## config.mk

```make
export PLATFORM = sky130hd
export DESIGN_NAME = ccps_sequencer
export DESIGN_NICKNAME = d
export VERILOG_FILES = /design/src/ccps_pkg.sv /design/src/ccps_pix_if.sv /design/src/ccps_sync.sv /design/src/ccps_clk_mon.sv /design/src/ccps_sequencer.sv
export SDC_FILE = /design/constraint.sdc
export NUM_CORES = 1
export LEC_CHECK = 0
export BUFFER_PORTS_ARGS = -buffer_cell sky130_fd_sc_hd__buf_2
export CORE_MARGIN = 2
export CORE_UTILIZATION = 49
export DETAILED_ROUTE_END_ITERATION = 10
export PLACE_DENSITY = 0.76
export SYNTH_ARGS = -nofsm -noshare
export SYNTH_HDL_FRONTEND = slang
export SYNTH_SLANG_ARGS = --single-unit
```

## constraint.sdc

```tcl
create_clock -name REF_CLK -period 1.71 [get_ports REF_CLK]
set_input_delay 0.342 -clock REF_CLK [delete_from_list [all_inputs] [get_ports REF_CLK]]
set_output_delay 0.342 -clock REF_CLK [all_outputs]
set_load 0.05 [all_outputs]
```

## src/ccps_pkg.sv

```systemverilog
// constants, types and helpers of the camera cable power sequencer
package ccps_pkg;
    localparam int unsigned REF_CLK_HZ = 50_000_000;
    localparam int unsigned REF_CLK_NS = 20;
    localparam int unsigned CLOCK_WAIT_MS = 2000;
    localparam int unsigned CLOCK_WAIT_CYCLES = CLOCK_WAIT_MS * (REF_CLK_HZ / 1000);
    localparam int unsigned PIX_LOSS_NS = 640;
    localparam int unsigned PIX_LOSS_CYCLES = (PIX_LOSS_NS + REF_CLK_NS - 1) / REF_CLK_NS;
    localparam int unsigned ADDR_W = 8;
    localparam logic [7:0] STATUS_OFFSET = 8'h00;
    localparam logic [7:0] CONTROL_OFFSET = 8'h04;
    localparam int unsigned ST_POWER_BIT = 0;
    localparam int unsigned ST_GROUND_BIT = 1;
    localparam int unsigned ST_WAIT_BIT = 2;
    localparam int unsigned ST_SENSE_BIT = 4;
    localparam int unsigned ST_CLK_SEEN_BIT = 5;
    localparam int unsigned ST_FOUND_BIT = 6;
    localparam int unsigned CTL_HOLD_BIT = 0;
    localparam logic [31:0] STATUS_RESET = 32'h00000010;
    localparam logic CONTROL_HOLD_RESET = 1'b0;

    typedef enum logic [1:0] {
        CCPS_SENSE = 2'b00,
        CCPS_CLOCK_WAIT = 2'b01,
        CCPS_CLOCK_SEEN = 2'b11,
        CCPS_GROUNDED = 2'b10
    } ccps_state_type;

    // register address decode
    function automatic logic ccps_hit(input logic [7:0] addr, input logic [7:0] offset);
        return addr == offset;
    endfunction : ccps_hit
endpackage : ccps_pkg

```

## src/ccps_pix_if.sv

```systemverilog
// pixel clock activity seen by the monitor and read by the sequencer
`timescale 1ns/1ps
`default_nettype none
interface ccps_pix_if;
    logic clk_alive;
    logic clk_edge;
    modport mon (output clk_alive, output clk_edge);
    modport seq (input clk_alive, input clk_edge);
endinterface : ccps_pix_if
`default_nettype wire

```

## src/ccps_sync.sv

```systemverilog
// three-flop synchroniser that accepts a change once stages two and three agree
`timescale 1ns/1ps
`default_nettype none
module ccps_sync
    import ccps_pkg::*;
#(
    parameter int unsigned W = 3
) (
    input wire logic clk,
    input wire logic rst_n,
    input wire logic ce,
    input wire logic [W-1:0] async_in,
    output logic [W-1:0] sync_out
);
    logic [W-1:0] s1_q;
    logic [W-1:0] s2_q;
    logic [W-1:0] s3_q;
    logic [W-1:0] out_q;
    logic [W-1:0] out_d;

    if (W < 1) begin : g_chk
        $error("ccps_sync width must be at least 1");
    end

    // per bit: take stage three only where it agrees with stage two
    assign out_d = (s2_q & s3_q) | (out_q & (s2_q | s3_q));
    assign sync_out = out_q;

    // shift chain
    always_ff @(posedge clk or negedge rst_n) begin
        if (!rst_n) begin
            s1_q <= '0;
            s2_q <= '0;
            s3_q <= '0;
            out_q <= '0;
        end else if (ce) begin
            s1_q <= async_in;
            s2_q <= s1_q;
            s3_q <= s2_q;
            out_q <= out_d;
        end
    end
endmodule : ccps_sync
`default_nettype wire

```

## src/ccps_clk_mon.sv

```systemverilog
// pixel clock activity monitor on the synchronised pixel clock level
`timescale 1ns/1ps
`default_nettype none
module ccps_clk_mon
    import ccps_pkg::*;
#(
    parameter int unsigned LOSS_CYCLES = PIX_LOSS_CYCLES
) (
    input wire logic clk,
    input wire logic rst_n,
    input wire logic ce,
    input wire logic pix_level,
    ccps_pix_if.mon pix
);
    logic last_q;
    logic [15:0] idle_q;
    logic [15:0] idle_d;
    logic rise;

    if (LOSS_CYCLES < 2 || LOSS_CYCLES > 16'hfff0) begin : g_chk
        $error("ccps_clk_mon loss window out of range");
    end

    // rising edge restarts the idle count, which saturates at the limit
    assign rise = pix_level & ~last_q;
    assign idle_d = rise ? 16'h0000 :
        ((idle_q >= LOSS_CYCLES[15:0]) ? idle_q : idle_q + 16'h0001);
    assign pix.clk_edge = rise & ce;
    assign pix.clk_alive = idle_q < LOSS_CYCLES[15:0];

    // edge and idle state; starts as a stopped clock
    always_ff @(posedge clk or negedge rst_n) begin
        if (!rst_n) begin
            last_q <= 1'b0;
            idle_q <= 16'hffff;
        end else if (ce) begin
            last_q <= pix_level;
            idle_q <= idle_d;
        end
    end
endmodule : ccps_clk_mon
`default_nettype wire

```

## src/ccps_sequencer.sv

```systemverilog
// camera cable power sequencer: state machine, status and control registers
//
// The implementer's own choices: the address map and the strobed register port.
`timescale 1ns/1ps
`default_nettype none
module ccps_sequencer
    import ccps_pkg::*;
#(
    parameter int unsigned WAIT_CYCLES = CLOCK_WAIT_CYCLES,
    parameter int unsigned LOSS_CYCLES = PIX_LOSS_CYCLES
) (
    input wire logic REF_CLK,
    input wire logic RESETN,
    input wire logic CLK_EN,
    input wire logic [ADDR_W-1:0] REG_ADDR,
    input wire logic [31:0] REG_WDATA,
    input wire logic REG_WR,
    input wire logic REG_RD,
    output logic [31:0] REG_RDATA,
    input wire logic CAM_SENSE_MATCH,
    input wire logic CAM_SENSE_SHORT,
    input wire logic PIXEL_CLK,
    output logic CABLE_POWER_ENABLED,
    output logic CABLE_POWER_GROUNDED
);
    ccps_state_type state_q;
    ccps_state_type state_d;
    logic [31:0] wait_cnt_q;
    logic [31:0] wait_cnt_d;
    logic power_q;
    logic power_d;
    logic ground_q;
    logic ground_d;
    logic hold_q;
    logic [31:0] rdata_q;
    logic [31:0] rdata_d;
    logic [2:0] pin_async;
    logic [2:0] pin_sync;
    logic cam_match;
    logic cam_short;
    logic pix_level;
    logic wait_done;
    logic status_hit;
    logic control_hit;
    logic [31:0] status_w;
    logic [31:0] control_w;
    logic cable_power_applied;
    logic cable_wires_grounded;
    logic awaiting_pixel_clock;
    logic impedance_sensing;
    logic camera_clock_seen;
    logic powered_camera_found;

    ccps_pix_if pix ();

    // parameters the counters cannot serve are refused
    if (WAIT_CYCLES < 2) begin : g_chk_wait
        $error("clock wait must be at least two cycles");
    end

    // sense pins and pixel clock come from outside the clock domain
    assign pin_async = {PIXEL_CLK, CAM_SENSE_SHORT, CAM_SENSE_MATCH};

    ccps_sync #(
        .W(3)
    ) u_sync (
        .clk(REF_CLK),
        .rst_n(RESETN),
        .ce(CLK_EN),
        .async_in(pin_async),
        .sync_out(pin_sync)
    );

    assign cam_match = pin_sync[0];
    assign cam_short = pin_sync[1];
    assign pix_level = pin_sync[2];

    ccps_clk_mon #(
        .LOSS_CYCLES(LOSS_CYCLES)
    ) u_mon (
        .clk(REF_CLK),
        .rst_n(RESETN),
        .ce(CLK_EN),
        .pix_level(pix_level),
        .pix(pix.mon)
    );

    // end of the clock wait window
    assign wait_done = wait_cnt_q >= (WAIT_CYCLES - 1);

    // next state; a short takes priority over a camera match for safety
    always_comb begin
        state_d = state_q;
        case (state_q)
            CCPS_SENSE: begin
                if (hold_q) begin
                    state_d = CCPS_SENSE;
                end else if (cam_short) begin
                    state_d = CCPS_GROUNDED;
                end else if (cam_match) begin
                    state_d = CCPS_CLOCK_WAIT;
                end else begin
                    state_d = CCPS_SENSE;
                end
            end
            CCPS_CLOCK_WAIT: begin
                if (hold_q) begin
                    state_d = CCPS_SENSE;
                end else if (wait_done) begin
                    state_d = pix.clk_alive ? CCPS_CLOCK_SEEN : CCPS_SENSE;
                end else begin
                    state_d = CCPS_CLOCK_WAIT;
                end
            end
            CCPS_CLOCK_SEEN: begin
                if (hold_q || !pix.clk_alive) begin
                    state_d = CCPS_SENSE;
                end else begin
                    state_d = CCPS_CLOCK_SEEN;
                end
            end
            CCPS_GROUNDED: begin
                if (hold_q || !cam_short) begin
                    state_d = CCPS_SENSE;
                end else begin
                    state_d = CCPS_GROUNDED;
                end
            end
            default: begin
                state_d = CCPS_SENSE;
            end
        endcase
    end

    // wait counter runs only inside the clock wait
    assign wait_cnt_d = (state_q == CCPS_CLOCK_WAIT && state_d == CCPS_CLOCK_WAIT)
        ? wait_cnt_q + 32'h00000001 : 32'h00000000;

    // pin drives follow the next state so they change with it
    assign power_d = (state_d == CCPS_CLOCK_WAIT) || (state_d == CCPS_CLOCK_SEEN);
    assign ground_d = state_d == CCPS_GROUNDED;

    // sequencer state, reset to sensing with power off
    always_ff @(posedge REF_CLK or negedge RESETN) begin
        if (!RESETN) begin
            state_q <= CCPS_SENSE;
            wait_cnt_q <= 32'h00000000;
            power_q <= 1'b0;
            ground_q <= 1'b0;
        end else if (CLK_EN) begin
            state_q <= state_d;
            wait_cnt_q <= wait_cnt_d;
            power_q <= power_d;
            ground_q <= ground_d;
        end
    end

    assign CABLE_POWER_ENABLED = power_q;
    assign CABLE_POWER_GROUNDED = ground_q;

    // status fields
    assign cable_power_applied = power_q;
    assign cable_wires_grounded = ground_q;
    assign awaiting_pixel_clock = state_q == CCPS_CLOCK_WAIT;
    assign impedance_sensing = state_q == CCPS_SENSE;
    assign camera_clock_seen = state_q == CCPS_CLOCK_SEEN;
    assign powered_camera_found = power_q;

    // status word, reserved bits zero
    always_comb begin
        status_w = 32'h00000000;
        status_w[ST_POWER_BIT] = cable_power_applied;
        status_w[ST_GROUND_BIT] = cable_wires_grounded;
        status_w[ST_WAIT_BIT] = awaiting_pixel_clock;
        status_w[ST_SENSE_BIT] = impedance_sensing;
        status_w[ST_CLK_SEEN_BIT] = camera_clock_seen;
        status_w[ST_FOUND_BIT] = powered_camera_found;
    end

    always_comb begin
        control_w = 32'h00000000;
        control_w[CTL_HOLD_BIT] = hold_q;
    end

    // register decode
    assign status_hit = ccps_hit(REG_ADDR, STATUS_OFFSET);
    assign control_hit = ccps_hit(REG_ADDR, CONTROL_OFFSET);
    assign rdata_d = !REG_RD ? 32'h00000000 :
        status_hit ? status_w :
        control_hit ? control_w : 32'h00000000;

    // control register; status writes fall through with no effect
    always_ff @(posedge REF_CLK or negedge RESETN) begin
        if (!RESETN) begin
            hold_q <= CONTROL_HOLD_RESET;
        end else if (CLK_EN && REG_WR && control_hit) begin
            hold_q <= REG_WDATA[CTL_HOLD_BIT];
        end
    end

    // read data stand for the one cycle after the strobe
    always_ff @(posedge REF_CLK or negedge RESETN) begin
        if (!RESETN) begin
            rdata_q <= 32'h00000000;
        end else if (CLK_EN) begin
            rdata_q <= rdata_d;
        end
    end

    assign REG_RDATA = rdata_q;
endmodule : ccps_sequencer
`default_nettype wire

```

* Yosys cells after proc, flatten, opt, wreduce, memory -nomap -nowiden
Cells that the tools add are included.
** Word-level totals
- Register bits after elaboration :: 98
- Bits of input ports :: 48
- Output and inout bits :: 34
- Logic and storage cells :: 57
** Cells by class
- Add/sub/neg operators :: 2
- $lt $le $gt $ge :: 3
- Eq/ne operators :: 8
- Mux-type cells :: 15
- Bitwise logic cells :: 6
- Reductions and logical operators :: 11
** Operator list (number)
- adder 32 x 1 -> 32 bit, second input constant :: 1
- >= comparator 32 x 27 -> 1 bit, second input constant :: 1
- two-way mux 16 bit :: 2
- two-way mux 32 bit :: 1
- adder 16 x 1 -> 16 bit, second input constant :: 1
- >= comparator 16 x 6 -> 1 bit, second input constant :: 1
- less-than comparator 16 x 6 -> 1 bit, second input constant :: 1
- two-way mux 2 bit :: 7
- two-way mux 7 bit :: 2
- equality test 2 bit, second input constant :: 4
- equality test 8 x 3 -> 1 bit, second input constant :: 1
- logical NOT 8 bit :: 1
- case mux 2 bit (4 select lines) :: 1
- AND 3 bit :: 2
- OR 3 bit :: 2
- equality test 2 x 1 -> 1 bit, second input constant :: 2
- logical AND 1 bit :: 3
- logical OR 1 bit :: 3
- logical NOT 1 bit :: 2
- logical NOT 2 bit :: 1
- two-way mux 1 bit :: 2
- inequality test 2 x 1 -> 1 bit, second input constant :: 1
- AND reduction 2 bit :: 1
- AND 1 bit :: 1
- inverter 1 bit :: 1

* Longest topological paths before layout
Gate-level depths: netlist of the first run.
- Word-level depth :: 8
- Mapped depth :: 7
- Mapped depth without buffers :: 6

* Modules after synthesis
A second synthesis of the first run with hierarchy kept.
** Second synthesis, totals
- Cells, all modules :: 355
- Area total of the unflattened synthesis :: 3821.2 µm²
** Modules (own cells, without submodules)
- ccps_sequencer :: times used 1, cells an instance 258, area each 2528.7 µm², sequential area each 1051.0 µm²
- ccps_clk_mon :: times used 1, cells an instance 66, area each 808.3 µm², sequential area each 445.4 µm²
- ccps_sync :: times used 1, cells an instance 31, area each 484.2 µm², sequential area each 300.3 µm²

* Worst setup path before layout of the first run
No wires, ideal clock.
- Path type :: register -> register
- From :: register wait_cnt_q[0]
- To :: register wait_cnt_q[2]
- Setup time :: 95 ps
- Arrival time :: 1635 ps
- Required time :: 1615 ps
- Setup slack :: -21 ps
- Stages on the path, launching flop included :: 7
- Buffers on the path :: 0
- Clock period less this slack :: 1731 ps
- Path through :: dfrtp_1 -> ha_1 -> nand4_1 -> o211ai_1 -> a211oi_2 -> nand2_1 -> o31ai_1
** On the way
- Cells in the longest elaborated chain, start to end :: 7
- Elaborated cells on any way between the ends :: 8
- Classes of those cells :: add/sub (1); order compare (1); eq/ne (1); mux (4); reduce/logical (1)
** RTL lines
- start: declaration :: line ccps_sequencer.sv:28 : logic [31:0] wait_cnt_q;
- start signal: assignment :: line ccps_sequencer.sv:152 : wait_cnt_q <= wait_cnt_d;
- >= comparator 32 x 27 -> 1 bit :: line ccps_sequencer.sv:89 : assign wait_done = wait_cnt_q >= (WAIT_CYCLES - 1);
- two-way mux 2 bit :: line ccps_sequencer.sv:109 : end else if (wait_done) begin
- two-way mux 2 bit :: line ccps_sequencer.sv:107 : if (hold_q) begin
- case mux 2 bit (4 select lines) :: line ccps_sequencer.sv:94 : case (state_q)
- equality test 2 x 1 -> 1 bit :: line ccps_sequencer.sv:136 : assign wait_cnt_d = (state_q == CCPS_CLOCK_WAIT && state_d == CCPS_CLOCK_WAIT)
- logical AND 1 bit :: line ccps_sequencer.sv:136
- two-way mux 32 bit (*) :: line ccps_sequencer.sv:137 : ? wait_cnt_q + 32'h00000001 : 32'h00000000;
Every way passes the cells marked *; elsewhere a longest branch is shown, timed or not.
A chain may end at the register's enable or synchronous reset.

* Worst setup path in the final report of the first run
- From :: register wait_cnt_q[11]
- To :: register wait_cnt_q[17]
Same word-level chain as after synthesis.

==> flow_summary.yaml, run 1 <==
worst_setup_path:
  crit_path_end_kind: "register"
  r2r_end: "wait_cnt_q[17]"
  worstPathRequired_ns: 2.00
  start_kind: "register"
  startpoint: "wait_cnt_q[11]"
  arrival_ns: 2.08
  worstPathMaxFanout: 14
  setup.worst_path.class: "register to register"
  r2r_slack_ns: -0.09
  rr_worst_depth: 7
  r2r_start: "wait_cnt_q[11]"
timing:
  timing.hold.ws_ns: 0.219
  setup_viol: 29
  slew_headroom_pct: 66.3
  finalCritPeriodShare_pct: 105
  fmax_mhz: 557
  tightestPinTransition_ns: 0.505
  fin_tns_setup_ns: -2.01
  fin_worst_skew_ns: 0.0139
  fin_ws_ns: -0.0856
  finalHoldViolCount: 0
  fin_crit_ns: 1.80
  drv_slew: 0
  rsz0062_at_grt: "true"
cts:
  path_clk_slew_ns: 0.08
  cts_tree: "done"
  clk_latency_ns: 0.36
  clock_path_buffers: 2
  cts_max_level: 3
  numClockSinks: 72
  cts_root_buffer: "clkbuf_8"
  cts-buffers-inserted: 9
grt:
  track_usage_pct: 20.0
  grt.busiest_layer: "met2"
  met2_usage_pct: 33.7
  grtUsageMet3_pct: 5.45
  overflow: 0
  grtUsageMet1_pct: 25.4
  antenna_found_initial: 0
  grt_max_degree: 36
  grt_first_pass_wirelength_um: 12200
  grt_pass1_vias: 2696
logic_synthesis:
  syn_area_um2: 3570
  synth.yosys.warnings: 0
  synth_common_cells: "56 x dfrtp_1, 42 x nor2_1, 26 x buf_4, 18 x nand2_1, 16 x dfstp_2"
  synthFlopType: "dfrtp_1"
  synth_edf_count: 0
  syn_avg_cell_area_um2: 10.5
  netlist_instances: 341
  ys_seq_elements: 72
  ys_types: 58
  yosysTopAreaCellShare_pct: 39.2
  synth_largest_area_cell: "dfrtp_1"
  synthTopCellsByArea: "dfrtp_1 39%, dfstp_2 12%, buf_4 5.5%, nor2_1 4.4%, xnor2_1 3.2%"
  seq_area_frac_synth_pct: 51.0
  synth_most_common_cell: "dfrtp_1"
  async_reset_ff_share_pct: 100
routing:
  firstDrtPassIters: 5
  route.detailed.drc: 0
  first_iter_violations: 92
  vias_per_cell: 5.15
  antenna_left: 0
  routed_wl_um: 7720
  route.vias.total: 2731
  wire_per_inst_um: 14.6
cells_and_area:
  fin_cells: 530
  syn_to_final_growth_pct: 25.8
  final_area_um2: 4490
  n_antenna_cell: 0
  drive_gt1_share_pct: 37.6
  fin_nets: 477
  seq_area_um2: 1820
  fillers: 577
  multi_input_area_um2: 1700
floorplanning:
  rows: 31
  die-area_um2: 7990
  initial_utilization_pct: 50.0
  core_um2: 7140
  fp.dieW_um: 89.4
  die-height_um: 89.4
  io_pins: 82
power_and_ir_drop:
  power_mw: 4.61
  leakagePower_nw: 2.13
  powerDensity_nw_per_um2: 1030
  ir_drop_mv: 0.772
hold_path:
  min-delay-start: "PIXEL_CLK"
  whs_path_depth: 2
  hold_class: "primary input to register"
  worstHoldEndpoint: "u_sync.s1_q[2]"
place:
  placed_area_um2: 4050
  port_buffers: 24
  hpwlAfterDp_um: 5080
  dp_cells: 503
  gp_congestion: 0.836
run:
  max-cap-violations: 0
outcome:
  status: "finished with violations"
  violations: "negative setup slack"
[flip-flops by register name, summed over array words and instances (netlist names), 2 cells and up]
signal,flops
u_mon.idle_q,16
u_sync.s3_q,3
u_sync.s2_q,3
REG_RDATA,6
u_sync.s1_q,3
state_q,2
wait_cnt_q,32
u_sync.sync_out,3
[how the worst max path moves through the flow]
stage | end | depth (start not counted)
after floorplan | wait_cnt_q[25] | 5
after global placement | wait_cnt_q[20] | 6
after detailed placement | wait_cnt_q[22] | 6
after CTS | wait_cnt_q[14] | 7
after global routing | wait_cnt_q[15] | 8
final | wait_cnt_q[17] | 7
[timing repair]
action | CTS | global route
endpoints found under the hold margin | 9 | 0
hold buffers | 1 | 0
gates cloned | 1 | 0
gates resized for setup | 21 | 11
setup endpoints to repair | 35 | 41
setup buffers | 7 | 2
pin swaps | 12 | 4
[layer usage]
metal  vias up  part of all wire, %
met5         -                    0
met4         0                  1.2
met3        10                  3.3
met2        52                   53
met1      1357                   43
li1       1312                    -
[power breakdown]
group / switching [mW] / internal (mW) / total [mW]
combinational: 0.719 / 0.557 / 1.28
clock: 0.691 / 0.538 / 1.23
sequential: 0.170 / 1.94 / 2.11
[cell usage in the layout (no fill, tap or decap), types with 3 or more instances in the layout]
master	n
nor4_2	4
clkbuf_8	9
o21ai_0	10
buf_4	52
dfrtp_1	56
xor2_1	12
xnor2_1	13
inv_1	11
nand2b_1	3
o22ai_1	4
conb_1	26
mux2i_1	3
nor2_1	35
buf_12	4
nand2_1	18
nand3_1	13
nor4_4	5
nor3_1	4
buf_2	24
nor2_2	8
clkinvlp_4	3
mux2_2	8
a21oi_1	10
dfstp_2	16
a22o_1	3
nand4_1	7
a31oi_1	3
and2_1	12
and3_1	4
[metrics by stage]
stage / worst slack, ns / util [%]
floorplan: 0.00699 / -
global placement: -0.191 / 56.7
detailed placement: -0.286 / 56.7
CTS: -0.0995 / 61.9
global route: -0.168 / 63.0
finish: -0.0856 / 63.0
[critical path: stages (launching register included)]
cell and delay, ns:
dfrtp_1 0.40, nor4_2 0.29, o211ai_1 0.22, a211oi_4 0.37, buf_12 0.17, nor2_4 0.04
buf_12 0.15, nor2_1 0.11
[area by class of cell]
cell class,count,share of cell area [%]
Inverter,13,1.17
Clock inverter,7,1.23
Tap cell,99,2.76
Timing Repair Buffer,82,13.6
Sequential cell,72,40.5
Multi-Input combinational cell,248,37.9
Clock buffer,9,2.76
[kinds of logic after synthesis]
group / Yosys count / share of synthesized area [%]
buf+inv: 47 / 8.09
compound gates: 46 / 8.37
flops: 72 / 51.0
simple gates: 136 / 21.9
other cells: 1 / 0.105
mux: 11 / 3.36
xor+xnor: 25 / 6.13
fa+ha+maj: 3 / 1.05
No activity file was read; power rests on OpenSTA's default activity.
==> run 2: changes to the inputs <==
--- a/config.mk
+++ b/config.mk
@@ -7,8 +7,9 @@
 export LEC_CHECK = 0
 export BUFFER_PORTS_ARGS = -buffer_cell sky130_fd_sc_hd__buf_2
-export CORE_MARGIN = 2
-export CORE_UTILIZATION = 49
+export CORE_MARGIN = 5
+export CORE_UTILIZATION = 50
+export CTS_BUF_LIST = sky130_fd_sc_hd__clkbuf_8
 export DETAILED_ROUTE_END_ITERATION = 10
-export PLACE_DENSITY = 0.76
+export PLACE_DENSITY = 0.78
 export SYNTH_ARGS = -nofsm -noshare
 export SYNTH_HDL_FRONTEND = slang
==> constraint.sdc (replaced) <==
create_clock -name REF_CLK -period 1.71 [get_ports REF_CLK]
set_input_delay 0.342 -clock REF_CLK [delete_from_list [all_inputs] [get_ports REF_CLK]]
set_output_delay 0.342 -clock REF_CLK [all_outputs]
set_load 0.02 [all_outputs]
==> run 2 against run 1 <==
The run still ends with negative setup slack left. Worst hold slack got worse by 0.0027 ns. Largest power group unchanged. Worst setup slack got worse by 0.045 ns. Die area rose by 12%. Routed wire length rose by 5.7%. Critical endpoint is now wait_cnt_q[31]. Largest cell class unchanged.
==> flow_summary.yaml, run 2 (synthesis gave the netlist of run 1 again) <==
outcome:
  status: "finished with violations"
  violations: "negative setup slack"
worst_setup_path:
  start_kind: "register"
  worstPathMaxFanout: 14
  crit_path_end_kind: "register"
  worstPathRequired_ns: 1.99
  setup.worst_path.class: "register to register"
  arrival_ns: 2.12
cells_and_area:
  multi_input_area_um2: 1770
  fillers: 493
  final_common_cell: "buf_4"
  mostFrequentLayoutCells: "59 x buf_4, 56 x dfrtp_1, 26 x nor2_1, 26 x conb_1, 24 x buf_2"
  n_antenna_cell: 0
  fin_util_pct: 67.8
  drive_gt1_share_pct: 41.0
  syn_to_final_growth_pct: 30.4
  regMostFlops: "wait_cnt_q"
  largest_reg_flops: 32
  fin_cells: 535
  seq_area_um2: 1820
  fin_nets: 485
cts:
  cts_max_level: 3
  cts_root_buffer: "clkbuf_8"
  cts_tree: "done"
  clk_latency_ns: 0.35
  cts-buffers-inserted: 9
  numClockSinks: 72
  clock_path_buffers: 2
  path_clk_slew_ns: 0.08
grt:
  grt_max_degree: 61
  track_usage_pct: 19.1
  antenna_found_initial: 0
  overflow: 0
  grt_first_pass_wirelength_um: 13200
  grt_pass1_vias: 2868
timing:
  fin_tns_setup_ns: -2.72
  fin_worst_skew_ns: 0.00806
  fin_crit_ns: 1.84
  finalHoldViolCount: 0
  fmax_mhz: 543
  setup_viol: 33
  rsz0062_at_grt: "true"
  finalCritPeriodShare_pct: 108
  fin_ws_ns: -0.130
  drv_slew: 0
place:
  gp_congestion: 0.801
  port_buffers: 24
  hpwlAfterDp_um: 5190
  dp_cells: 504
routing:
  route.detailed.drc: 0
  first_iter_violations: 163
  vias_per_cell: 5.20
  routed_wl_um: 8160
  antenna_left: 0
  route.vias.total: 2781
  wire_per_inst_um: 15.2
  firstDrtPassIters: 4
floorplanning:
  die-height_um: 94.5
  die-area_um2: 8930
  rows: 30
  io_pins: 82
  initial_utilization_pct: 52.0
  core_um2: 6870
  fp.dieW_um: 94.5
hold_path:
  hold_class: "primary input to register"
power_and_ir_drop:
  ir_drop_mv: 0.918
  powerDensity_nw_per_um2: 1040
  leakagePower_nw: 2.16
  power_mw: 4.86
run:
  max-cap-violations: 0
run 2: cell type report:
cell class,instances,share of cell area [%]
clock buffers,9,2.66
clock inverters,7,2.20
inverters,13,1.05
multi-input cells,248,38.1
flip-flops and latches,72,39.1
well taps,96,2.58
repair buffers,90,14.3
run 2: per-layer routing:
metal  GRT usage, %  vias up  wire [um]
met5              0        -          0
met3           4.46       19        278
met4           7.69        0        128
met2           34.0       48       4470
met1           22.0     1387       3280
li1               -     1327          -
run 2: final timing paths:
kind / start / to / slack, ns / depth (start not counted)
setup / recovery: wait_cnt_q[9] / wait_cnt_q[31] / -0.13 / 7
hold / removal: CAM_SENSE_MATCH / u_sync.s1_q[0] / 0.22 / 2
setup reg to reg: wait_cnt_q[9] / wait_cnt_q[31] / -0.13 / 7
hold reg to reg: REG_RDATA[5] / REG_RDATA[5] / 0.49 / 1
max in group asynchronous: RESETN / u_mon.idle_q[9] / 0.64 / 3
min in group asynchronous: RESETN / wait_cnt_q[16] / 0.41 / 2
run 2: critical path, cell delays in order (launching register included):
cell      delay [ns]
dfrtp_1         0.41
nor4_2          0.28
o211ai_1        0.22
a211oi_4        0.37
buf_6           0.17
nor2_4          0.04
buf_12          0.14
nor2_1          0.13
run 2: stage by stage:
stage | hold slack (ns) | instance area (um2) | worst slack [ns]
3_5_place_dp | 0.252 | 4080 | -0.349
4_1_cts | 0.203 | 4530 | -0.102
5_1_grt | 0.207 | 4660 | -0.229
2_1_floorplan | 0.0464 | 3670 | 0.00699
6_report | 0.216 | 4660 | -0.130
3_3_place_gp | 0.248 | 4080 | -0.193
run 2: where the power goes:
| group | internal, mW | leakage (nW) | switching, mW |
|---|---|---|---|
| Sequential | 1.94 | 0.901 | 0.174 |
| Clock | 0.835 | 0.110 | 0.664 |
| Combinational | 0.567 | 1.15 | 0.680 |
| Total | 3.34 | 2.16 | 1.52 |
run 2: repair_timing:
item	4_1_cts	5_1_grt
pin swaps	21	12
endpoints found under the hold margin	12	0
endpoints found under the setup margin	36	39
buffers inserted	10	5
cloned	1	0
hold buffers	1	0
resized for setup	33	17
==> run 3: changes to the inputs <==
- CORE_ASPECT_RATIO: not set -> 0.5
==> run 3 against run 2 <==
The flow still finishes with violations (negative setup slack). Worst hold slack gained 0.012 ns. Non-clock buffer count shrank 6. Critical path depth is the same. Largest power group unchanged.
==> flow_summary.yaml, run 3 (synthesis gave the netlist of run 1 again) <==
grt:
  antenna_found_initial: 0
  grt_max_degree: 59
  grt_first_pass_wirelength_um: 13600
  overflow: 0
  grt_pass1_vias: 2878
  track_usage_pct: 18.9
timing:
  finalHoldViolCount: 0
  fmax_mhz: 513
  fin_worst_skew_ns: 0.0110
  fin_crit_ns: 1.95
  drv_slew: 0
  setup_viol: 35
  rsz0062_at_grt: "true"
  finalCritPeriodShare_pct: 114
  fin_ws_ns: -0.238
  timing.hold.ws_ns: 0.228
routing:
  route.detailed.drc: 0
  antenna_left: 0
  wire_per_inst_um: 18.2
  first_iter_violations: 231
  firstDrtPassIters: 4
  routed_wl_um: 9570
  vias_per_cell: 5.63
  route.vias.total: 2956
cells_and_area:
  fin_nets: 479
  largest_reg_flops: 32
  final_common_cell: "dfrtp_1"
  final_area_um2: 4710
  n_antenna_cell: 0
  regMostFlops: "wait_cnt_q"
  drive_gt1_share_pct: 44.6
  mostFrequentLayoutCells: "56 x dfrtp_1, 49 x buf_4, 26 x conb_1"
  syn_to_final_growth_pct: 31.9
cts:
  clock_path_buffers: 2
  path_clk_slew_ns: 0.08
  numClockSinks: 72
  cts_tree: "done"
  cts_max_level: 3
  clk_latency_ns: 0.35
  cts-buffers-inserted: 9
  cts_root_buffer: "clkbuf_8"
power_and_ir_drop:
  power_mw: 4.91
  ir_drop_mv: 0.758
  clkPwrFrac_pct: 31.7
  power.internal_mw: 3.38
  p_seq_share_pct: 43.4
  power_frac_comb_pct: 24.9
  p_sw_share_pct: 31.1
  powerDensity_nw_per_um2: 1040
  switchingPower_mw: 1.53
  leakagePower_nw: 2.14
worst_setup_path:
  cp-endpoint: "wait_cnt_q[15]"
  setup.worst_path.class: "register to register"
  worstPathRequired_ns: 1.94
  startpoint: "wait_cnt_q[8]"
  worstPathMaxFanout: 4
  rr_worst_depth: 7
  r2r_slack_ns: -0.24
  r2r_start: "wait_cnt_q[8]"
  start_kind: "register"
  crit_path_end_kind: "register"
  arrival_ns: 2.18
  r2r_end: "wait_cnt_q[15]"
floorplanning:
  die-area_um2: 9030
  core_um2: 6810
  initial_utilization_pct: 52.5
  io_pins: 82
  rows: 21
  die-height_um: 69.8
  fp.dieW_um: 130
place:
  hpwlAfterDp_um: 5230
  placed_area_um2: 4020
  port_buffers: 24
  gp_congestion: 0.834
run:
  max-cap-violations: 0
outcome:
  status: "finished with violations"
  violations: "negative setup slack"
hold_path:
  hold_class: "primary input to register"
## run 3: cell count changes in the layout (fill, tap and decap cells not counted), sizes merged
cell      before  now
clkinv         2    3
buf           89   83
clkbuf         9   11
inv           15   13
clkinvlp       1    0
## run 3: worst min-delay path by stage
stage,startpoint,endpoint,slack [ns],cells past startpoint
after floorplan,RESETN,CABLE_POWER_ENABLED,0.05,0
after global placement,RESETN,u_mon.last_q,0.26,1
after detailed placement,RESETN,u_mon.last_q,0.27,1
after CTS,CAM_SENSE_MATCH,u_sync.s1_q[0],0.22,2
after global routing,CAM_SENSE_MATCH,u_sync.s1_q[0],0.21,2
final,CAM_SENSE_MATCH,u_sync.s1_q[0],0.23,2
## run 3: power groups by stage
| stage | combinational, mW | clock (mW) | sequential [mW] |
|---|---|---|---|
| CTS | 1.11 | 1.55 | 2.11 |
| global placement | 0.833 | 0 | 2.13 |
| detailed placement | 0.885 | 0 | 2.14 |
| global route | 1.34 | 1.65 | 2.15 |
| finish | 1.22 | 1.55 | 2.13 |
| floorplan | 0.636 | 0 | 2.12 |
## run 3: layout make-up
class / instances / area [um2]
fillers: 417 / 2100
well taps: 92 / 115
clock buffers: 11 / 151
flip-flops and latches: 72 / 1820
clock inverters: 5 / 78.8
repair buffers: 84 / 632
inverters: 13 / 48.8
multi-input cells: 248 / 1860
## run 3: through the flow
step                cells  setup slack (ns)  utilization [%]  setup TNS (ns)
finish                525            -0.238             69.2           -4.13
global route          525            -0.275             69.2           -6.50
CTS                   520            -0.110             65.5           -2.15
detailed placement    493            -0.268             59.0           -7.06
global placement      493            -0.168             59.0           -4.69
floorplan             366           0.00699                -               0
## run 3: worst max-delay path: stages (launching register included)
cell     delay, ns
dfrtp_1       0.43
nand4_2       0.14
buf_4         0.20
nor4_1        0.34
buf_4         0.21
nand4_1       0.16
xor2_2        0.28
nor2_4        0.05
## run 3: timing repair
item	CTS	global route
endpoints found under the setup margin	35	39
buffers inserted	9	8
hold buffers	1	0
resized for setup	24	52
cloned	1	0
endpoints found under the hold margin	5	0
pin swaps	28	24
## run 3: per-layer routing
layer / vias to the layer above / global-route usage, % / share of wire [%]
li1: 1305 / - / -
met5: - / 0 / 0
met2: 129 / 34.1 / 51
met1: 1497 / 21.7 / 40
met3: 25 / 4.00 / 5.8
met4: 0 / 7.37 / 2.6
